[src/rtl/fsr2_pkg.sv]
package fsr2_pkg;

    // register placement and reset value
    localparam logic [7:0] FSR2_ADDR      = 8'h42;
    localparam logic [7:0] FSR2_RESET     = 8'h00;
    // bit positions
    localparam int         FSR2_B_V12VID     = 0;
    localparam int         FSR2_B_HOT        = 1;
    localparam int         FSR2_B_FAN_ONE    = 2;
    localparam int         FSR2_B_FAN_TWO    = 3;
    localparam int         FSR2_B_FAN_THREE  = 4;
    localparam int         FSR2_B_MULTI      = 5;
    localparam int         FSR2_B_DIODE_ONE  = 6;
    localparam int         FSR2_B_DIODE_TWO  = 7;
    // vid compare interval
    localparam int         FSR2_VID_NS    = 11000;
    localparam int         FSR2_CLK_NS    = 10;
    localparam int         FSR2_VID_CYC   = (FSR2_VID_NS + FSR2_CLK_NS - 1) / FSR2_CLK_NS;
    localparam int         FSR2_VID_W     = 6;
    localparam logic [10:0] FSR2_VID_LAST = 11'(FSR2_VID_CYC - 1);

    // multifunction pin modes
    typedef enum logic [1:0] {
        FSR2_PIN_TACH  = 2'b00,
        FSR2_PIN_GPIO  = 2'b01,
        FSR2_PIN_TIMER = 2'b11
    } fsr2_pin_mode_t;

    // fault conditions from the measurement logic
    typedef struct packed {
        logic       v12_out;
        logic       temp_over;
        logic       temp_below_hyst;
        logic [3:0] fan_slow;
        logic       thermal_limit_pin_time_over;
        logic [1:0] diode_fault;
    } fsr2_cond_t;

    // register access strobes
    typedef struct packed {
        logic       rd;
        logic       wr;
        logic [7:0] addr;
        logic [7:0] wdata;
    } fsr2_acc_t;

endpackage

[src/rtl/fsr2_status.sv]
`timescale 1ns/1ps
// Behaviour
// - bit 0 sets on 12 V limit fault; read clears only once it ends
// - in vid mode bit 0 sets when vid code differs from 11 us ago
// - vid change flag may drive the alert output when enabled
// - bit 1 sets when any channel exceeds its thermal_limit_pin limit
// - read clears bit 1 only when temperature below limit minus hysteresis
// - bits 2 to 4 set on fan one to three slow or stalled
// - fan one to three flags never set while their pwm is off
// - fourth tach mode: bit 5 sets when fan four is slow or stalled
// - fourth tach mode: fan four flag never sets while pwm three off
// - gpio mode: bit 5 writable and drives the pin level
// - timer mode: bit 5 sets when thermal_limit_pin time exceeds its limit
// - bit 6 sets on remote diode one open or short
// - bit 7 sets on remote diode two open or short
// - summary bit is the or of all flags here
// - register at address 0x42, resets to 0x00
module fsr2_status
    import fsr2_pkg::*;
(
    input  wire logic           mclk,
    input  wire logic           arst_n,
    input  wire fsr2_acc_t      acc,
    input  wire fsr2_cond_t     cond,
    input  wire logic [2:0]     pwm_off,
    input  wire fsr2_pin_mode_t pin_mode,
    input  wire logic           vid_mode,
    input  wire logic           vid_alert_en,
    input  wire logic [5:0]     vid_pins,
    output logic [7:0]          rdata,
    output logic                out_of_limit_summary,
    output logic                gpio_level,
    output logic                vid_alert
);
    logic [7:0] flag_ff;
    logic [7:0] nxt_flag;
    logic [7:0] set_v;
    logic [7:0] hold_v;
    logic [7:0] rdata_ff;
    logic       gpio_ff;
    logic [5:0] vid_s1_ff;
    logic [5:0] vid_s2_ff;
    logic       vid_change;
    logic       hit_rd;
    logic       hit_wr;
    logic       summary_ff;
    logic       alert_ff;

    // address match shared by read and write
    function automatic logic addr_hit(input logic [7:0] a);
        return a == FSR2_ADDR;
    endfunction

    assign hit_rd = acc.rd && addr_hit(acc.addr);
    assign hit_wr = acc.wr && addr_hit(acc.addr);

    // vid pins pass two flops
    always_ff @(posedge mclk or negedge arst_n) begin
        if (!arst_n) begin
            vid_s1_ff <= 6'h00;
            vid_s2_ff <= 6'h00;
        end else begin
            vid_s1_ff <= vid_pins;
            vid_s2_ff <= vid_s1_ff;
        end
    end

    fsr2_vid_watch #(
        .W (FSR2_VID_W)
    ) u_vid (
        .mclk       (mclk),
        .arst_n     (arst_n),
        .vid_sync   (vid_s2_ff),
        .vid_change (vid_change)
    );

    // set terms per flag
    always_comb begin
        set_v = 8'h00;
        set_v[FSR2_B_V12VID] = vid_mode ? vid_change : cond.v12_out;
        set_v[FSR2_B_HOT]       = cond.temp_over;
        set_v[FSR2_B_FAN_ONE]   = cond.fan_slow[0] && !pwm_off[0];
        set_v[FSR2_B_FAN_TWO]   = cond.fan_slow[1] && !pwm_off[1];
        set_v[FSR2_B_FAN_THREE] = cond.fan_slow[2] && !pwm_off[2];
        unique case (pin_mode)
            FSR2_PIN_TACH:  set_v[FSR2_B_MULTI] = cond.fan_slow[3] && !pwm_off[2];
            FSR2_PIN_TIMER: set_v[FSR2_B_MULTI] = cond.thermal_limit_pin_time_over;
            FSR2_PIN_GPIO:  set_v[FSR2_B_MULTI] = 1'b0;
            default:        set_v[FSR2_B_MULTI] = 1'b0;
        endcase
        set_v[FSR2_B_DIODE_ONE] = cond.diode_fault[0];
        set_v[FSR2_B_DIODE_TWO] = cond.diode_fault[1];
    end

    // conditions that block a read clear
    always_comb begin
        hold_v = set_v;
        hold_v[FSR2_B_HOT] = !cond.temp_below_hyst;
        // vid change is an event, nothing holds it
        if (vid_mode) hold_v[FSR2_B_V12VID] = 1'b0;
    end

    always_comb begin
        nxt_flag = flag_ff;
        if (hit_rd) nxt_flag = flag_ff & hold_v;
        nxt_flag = nxt_flag | set_v;
        if (pin_mode == FSR2_PIN_GPIO) nxt_flag[FSR2_B_MULTI] = 1'b0;
    end

    always_ff @(posedge mclk or negedge arst_n) begin
        if (!arst_n) flag_ff <= FSR2_RESET;
        else flag_ff <= nxt_flag;
    end

    always_ff @(posedge mclk or negedge arst_n) begin
        if (!arst_n) gpio_ff <= 1'b0;
        else if (hit_wr && pin_mode == FSR2_PIN_GPIO) gpio_ff <= acc.wdata[FSR2_B_MULTI];
    end

    // read data captured on the read strobe
    always_ff @(posedge mclk or negedge arst_n) begin
        if (!arst_n) rdata_ff <= 8'h00;
        else if (hit_rd) begin
            rdata_ff <= flag_ff;
            if (pin_mode == FSR2_PIN_GPIO) rdata_ff[FSR2_B_MULTI] <= gpio_ff;
        end
    end

    // summary flop follows the next flag value
    always_ff @(posedge mclk or negedge arst_n) begin
        if (!arst_n) summary_ff <= 1'b0;
        else summary_ff <= |nxt_flag;
    end

    // alert flop routed from the change flag
    always_ff @(posedge mclk or negedge arst_n) begin
        if (!arst_n) alert_ff <= 1'b0;
        else alert_ff <= vid_alert_en && vid_mode && nxt_flag[FSR2_B_V12VID];
    end

    assign rdata                = rdata_ff;
    assign gpio_level           = gpio_ff;
    assign out_of_limit_summary = summary_ff;
    assign vid_alert            = alert_ff;

    // no fan one flag set while pwm one off
    property p_fan_one_gate;
        @(posedge mclk) disable iff (!arst_n)
        (!flag_ff[FSR2_B_FAN_ONE] && pwm_off[0] && !hit_rd) |=> !flag_ff[FSR2_B_FAN_ONE];
    endproperty
    a_fan_one_gate: assert property (p_fan_one_gate) else $error("fan one flag set with pwm off");

    property p_sticky;
        @(posedge mclk) disable iff (!arst_n)
        (flag_ff[FSR2_B_DIODE_ONE] && !hit_rd) |=> flag_ff[FSR2_B_DIODE_ONE];
    endproperty
    a_sticky: assert property (p_sticky) else $error("diode flag dropped without read");

    property p_hold_on_read;
        @(posedge mclk) disable iff (!arst_n)
        (hit_rd && cond.diode_fault[1]) |=> flag_ff[FSR2_B_DIODE_TWO];
    endproperty
    a_hold_on_read: assert property (p_hold_on_read) else $error("active fault cleared by read");

    property p_hot_hyst;
        @(posedge mclk) disable iff (!arst_n)
        (flag_ff[FSR2_B_HOT] && hit_rd && !cond.temp_below_hyst) |=> flag_ff[FSR2_B_HOT];
    endproperty
    a_hot_hyst: assert property (p_hot_hyst) else $error("overtemp cleared above hysteresis");

    property p_hot_set;
        @(posedge mclk) disable iff (!arst_n)
        cond.temp_over |=> flag_ff[FSR2_B_HOT];
    endproperty
    a_hot_set: assert property (p_hot_set) else $error("overtemp flag not set");

    property p_summary;
        @(posedge mclk) disable iff (!arst_n)
        out_of_limit_summary == (flag_ff != 8'h00);
    endproperty
    a_summary: assert property (p_summary) else $error("summary mismatch");

    property p_tach_gate;
        @(posedge mclk) disable iff (!arst_n)
        (pin_mode == FSR2_PIN_TACH && cond.fan_slow[3] && !pwm_off[2]) |=> flag_ff[FSR2_B_MULTI];
    endproperty
    a_tach_gate: assert property (p_tach_gate) else $error("fan four flag not set");

    property p_tach_off;
        @(posedge mclk) disable iff (!arst_n)
        (pin_mode == FSR2_PIN_TACH && pwm_off[2] && !flag_ff[FSR2_B_MULTI]) |=> !flag_ff[FSR2_B_MULTI];
    endproperty
    a_tach_off: assert property (p_tach_off) else $error("fan four flag set with drive three off");

    property p_alert;
        @(posedge mclk) disable iff (!arst_n)
        (vid_alert_en && vid_mode && flag_ff[FSR2_B_V12VID] && !hit_rd) |=> vid_alert;
    endproperty
    a_alert: assert property (p_alert) else $error("change alert not raised");

    property p_alert_off;
        @(posedge mclk) disable iff (!arst_n)
        !vid_alert_en |=> !vid_alert;
    endproperty
    a_alert_off: assert property (p_alert_off) else $error("change alert raised while unrouted");

    property p_gpio;
        @(posedge mclk) disable iff (!arst_n)
        (hit_wr && pin_mode == FSR2_PIN_GPIO) |=> gpio_level == $past(acc.wdata[FSR2_B_MULTI]);
    endproperty
    a_gpio: assert property (p_gpio) else $error("gpio level not written");

    property p_timer;
        @(posedge mclk) disable iff (!arst_n)
        (pin_mode == FSR2_PIN_TIMER && cond.thermal_limit_pin_time_over) |=> flag_ff[FSR2_B_MULTI];
    endproperty
    a_timer: assert property (p_timer) else $error("thermal_limit_pin timer flag not set");

    property p_v12;
        @(posedge mclk) disable iff (!arst_n)
        (!vid_mode && cond.v12_out) |=> flag_ff[FSR2_B_V12VID];
    endproperty
    a_v12: assert property (p_v12) else $error("12 V flag not set");
endmodule // fsr2_status

[src/rtl/fsr2_vid_watch.sv]
`timescale 1ns/1ps
// flags a change of the voltage-id code against the value held one interval back
module fsr2_vid_watch
    import fsr2_pkg::*;
#(
    parameter int W = FSR2_VID_W
) (
    input  wire logic         mclk,
    input  wire logic         arst_n,
    input  wire logic [W-1:0] vid_sync,
    output logic              vid_change
);
    logic [10:0]  tick_ff;
    logic [W-1:0] ref_ff;
    logic         chg_ff;
    logic         primed_ff;

    // interval counter
    always_ff @(posedge mclk or negedge arst_n) begin
        if (!arst_n) tick_ff <= 11'h000;
        else if (tick_ff == FSR2_VID_LAST) tick_ff <= 11'h000;
        else tick_ff <= tick_ff + 11'h001;
    end

    // compare and resample at each interval end
    always_ff @(posedge mclk or negedge arst_n) begin
        if (!arst_n) begin
            ref_ff    <= '0;
            chg_ff    <= 1'b0;
            primed_ff <= 1'b0;
        end else if (tick_ff == FSR2_VID_LAST) begin
            // first interval after reset only loads the reference, no false change
            chg_ff    <= primed_ff && (vid_sync != ref_ff);
            ref_ff    <= vid_sync;
            primed_ff <= 1'b1;
        end else begin
            chg_ff <= 1'b0;
        end
    end

    assign vid_change = chg_ff;
endmodule // fsr2_vid_watch

[config.mk]
export PLATFORM = sky130hd
export DESIGN_NAME = fsr2_status
export DESIGN_NICKNAME = d
export VERILOG_FILES = /design/src/rtl/fsr2_pkg.sv /design/src/rtl/fsr2_status.sv /design/src/rtl/fsr2_vid_watch.sv
export SDC_FILE = /design/constraint.sdc
export NUM_CORES = 1
export LEC_CHECK = 0
export BUFFER_PORTS_ARGS = -buffer_cell sky130_fd_sc_hd__buf_2
export CAP_MARGIN = 20
export CORE_MARGIN = 3
export CORE_UTILIZATION = 52
export CTS_CLUSTER_SIZE = 8
export DETAILED_ROUTE_END_ITERATION = 7
export GPL_ROUTABILITY_DRIVEN = 0
export PLACE_DENSITY_LB_ADDON = 0.25
export SKIP_LAST_GASP = 1
export SLEW_MARGIN = 20
export SYNTH_ARGS = -nofsm -noshare
export SYNTH_HDL_FRONTEND = slang
export SYNTH_SLANG_ARGS = --single-unit
[constraint.sdc]
create_clock -name mclk -period 1.8 [get_ports mclk]
set_input_delay 0 -clock mclk [delete_from_list [all_inputs] [get_ports mclk]]
set_output_delay 0 -clock mclk [all_outputs]
set_load 0.005 [all_outputs]
==> results by group <==
Critical path
  – Crit path max fanout: 4
  – CP startpoint kind: flop
  – CP Capture Type: flop
  – WP data required: 1990 ps
  – Crit path kind: flop to flop
  – Worst path arrival time: 1850 ps

Synth
  – Post-synthesis compound-gate area fraction: 4.68%
  – Synth top area cells: dfrtp_1, nand2_1, mux2_2, xnor2_1, a21o_1
  – Netlist Area Pre-Place: 0.00208 mm²
  – Syn avg cell area: 12.9 µm²
  – Largest family of logic cells by synthesized area: simple AND/OR/NAND/NOR gates
  – Yosys warnings: 0
  – Unique masters post-synth: 35
  – Synth Register Bits: 50
  – Adder-cell share of the synthesized area: 2.40%
  – Syn_nets: 209
  – Post-synth EDFFs: 0
  – Post-synthesis simple-gate area fraction: 19.4%
  – Asr flop ratio synth: 100%
  – Mux contribution to synthesized area: 6.24%
  – Synth Area in XOR/XNOR: 5.88%
  – Top cell type's share of synthesized area: 60.0%
  – Sequential area share after synthesis: 60.0%
  – Largest area contributor in the netlist: dfrtp_1
  – Top FF cell, synth: dfrtp_1
  – Syn Inst Count: 162

Global routing
  – First-pass GRT wire length: 6840 µm
  – Largest net degree at the start of global routing: 51
  – Aggregate global routing overflow: 0
  – Vias in the first global route: 1548
  – GRT Total Usage: 17.7%
  – Initial antenna violation count: 0

Finish
  – Register Area: 0.00125 mm²
  – Final Net Count: 277
  – Area occupied by multi-input gates: 821 µm²
  – Area added between synthesis and finish: 26.4%
  – N_diodes: 0
  – Layout cell share with drive strength beyond 1: 32.0%
  – # fillers: 258

Routing
  – WL per Instance: 13.8 µm
  – Met3 WL: 171 µm
  – M1 WL: 1620 µm
  – Highest metal used: met4
  – Drt via density: 5.16
  – Routed Antenna Nets: 0
  – First-pass iteration count of the detailed router: 4
  – Drt total wl: 3850 µm
  – Vias: 1441
  – Met2 routed WL: 2020 µm
  – 1st-iter DRT viols: 76
  – Post-route DRC violation count: 0

Placement
  – Port bufs: 46
  – DP HPWL: 2720 µm
  – Dpl ws: 63.2 ps

STA
  – Rel. slew slack: 59.7%
  – Fin. Hold Viols: 0
  – Final setup viols: 0
  – Max frequency: 601 MHz
  – RSZ-0062 raised after global routing: no
  – Fin crit share: 92.4%
  – Final Slew Violations: 0
  – Slew @ Worst Pin: 605 ps
  – Setup TNS: 0 ps
  – PnR worst setup slack: 136 ps
  – Setup Skew: 5.85 ps
  – Crit path time final: 1660 ps

Die
  – Io pins: 54
  – Core box area: 0.00377 mm²
  – Chip Width: 69.3 µm
  – Starting Density: 55.3%
  – Die Ht: 69.3 µm
  – DIE AREA: 0.00480 mm²
  – Row count: 22

CTS
  – CTS Buf Count: 5
  – CTS tree: yes
  – CTS Buffer Depth: 2
  – CTS H-tree depth: 2
  – Clk_lat worst skew: 300 ps
  – Setup bufs post-CTS: 0
  – Clock sink count: 50
  – Root buffer cell: clkbuf_8
  – Clk slew on worst S/H paths: 90 ps

Power and ir drop
  – VDD IR max: 0.000731 V
  – P per Cell Area: 769 mW/mm²
  – Pint: 1.57 mW
  – Static Leak: 1.25 nW
  – Sw power: 459 µW
  – Comb power frac: 8.5%
  – Reg power frac: 57.9%
  – Share of power burned in the clock network: 33.7%
  – Sw Share: 22.7%

Run
  – Maxcap violations: 0

Worst hold path
  – Worst Hold Class: input port to flop

Run status
  – Status: complete, no violations
per-layer routing:
metal	vias to the layer above	global-route usage (%)
met5	-	0
met4	0	5.64
met3	5	5.07
met2	33	30.6
met1	704	21.3
li1	699	-
critical path, cell delays in order (launching register included):
cell and delay (ps):
dfrtp_1 400, ha_1 240, nor4bb_4 340, and4b_1 260
nor2_1 60, mux2_2 270
metrics by stage:
stage          utilization, %  cells  hold WS, ps  power [mW]  cell area (µm²)
2_1_floorplan               -    162         -296        1.25             2080
3_3_place_gp             63.1    257          108        1.34             2380
3_5_place_dp             63.1    257          110        1.35             2380
4_1_cts                  69.5    279         2.78        2.05             2620
5_1_grt                  69.9    279         3.60        2.13             2640
6_report                 69.9    279         12.4        2.03             2640
power groups by stage:
stage	sequential, mW	clock (mW)	combinational [mW]
after floorplan	1.19	0	0.0543
after global placement	1.19	0	0.145
after detailed placement	1.20	0	0.151
after CTS	1.17	0.703	0.174
after global routing	1.18	0.757	0.194
final	1.17	0.682	0.172
cell usage after synthesis, types with 2 or more instances:
master / n
dfrtp_1: 50
nand2_1: 23
xnor2_1: 9
a21o_1: 7
mux2_2: 7
nor2_1: 7
nand3_1: 5
xor2_1: 5
ha_1: 4
nor2b_1: 4
and3_1: 3
inv_1: 3
nand4_1: 3
nor3_1: 3
a31oi_1: 2
mux2_4: 2
nand2b_1: 2
nand4b_1: 2
nor4_1: 2
nor4b_4: 2
nor4bb_1: 2
or4b_4: 2
cells in the final DEF (no fill, tap or decap), drive strengths merged:
cell,synthesis,final
a21o,7,7
a31oi,2,2
and2,1,1
and3,3,3
and4b,1,1
buf,2,49
clkbuf,0,6
clkinvlp,0,1
dfrtp,50,50
dlygate4sd3,0,14
ha,4,4
inv,3,4
mux2,10,10
mux2i,1,1
nand2,23,23
nand2b,2,2
nand3,6,6
nand4,3,3
nand4b,2,2
nor2,7,7
nor2b,4,4
nor3,4,4
nor4,2,2
nor4b,3,3
nor4bb,2,2
o21ai,2,2
o311a,1,1
o31ai,1,1
or4b,2,2
xnor2,9,9
xor2,5,5
layout make-up:
type                       instances  area share [%]
timing repair buffer              63            14.9
tap                               48            2.28
clock buffer                       6            3.13
multi-input combinational        107            31.1
clock inverter                     2           0.617
inverter                           3           0.427
sequential                        50            47.5
registers in the layout (all words and copies together), names as in the netlist:
name	cells
u_vid.tick_ff	11
flag_ff	8
rdata	8
u_vid.ref_ff	6
vid_s1_ff	6
vid_s2_ff	6
gpio_level	1
out_of_limit_summary	1
u_vid.primed_ff	1
u_vid.vid_change	1
vid_alert	1
cell families (layout without fill, tap and decap cells):
family | after synthesis | in the layout
AO/OA/AOI/OAI | 13 | 13
XOR/XNOR | 14 | 14
adder cells (fa/ha/maj) | 4 | 4
buffers and inverters | 5 | 74
flip-flops | 50 | 50
multiplexers | 11 | 11
AND/OR/NAND/NOR | 65 | 65
worst paths after layout:
path                                            startpoint  depth (start not counted)  slack, ps                     endpoint
worst max-delay path            u_vid.tick_ff[0]$_DFF_PN0_                          5        140  u_vid.tick_ff[10]$_DFF_PN0_
worst min-delay path                            pwm_off[0]                          3         10         flag_ff[2]$_DFF_PN0_
worst max register to register  u_vid.tick_ff[0]$_DFF_PN0_                          5        140  u_vid.tick_ff[10]$_DFF_PN0_
worst min register to register      vid_s1_ff[5]$_DFF_PN0_                          0        350       vid_s2_ff[5]$_DFF_PN0_
max in group asynchronous                           arst_n                          3       1070   u_vid.tick_ff[1]$_DFF_PN0_
min in group asynchronous                           arst_n                          3        330   u_vid.tick_ff[6]$_DFF_PN0_
repair_timing:
item	4_1_cts	5_1_grt
setup endpoints to repair	0	2
hold buffers	14	0
endpoints found under the hold margin	63	0
gates resized for setup	0	2
Note: power is estimated with default switching activity, not from simulation.
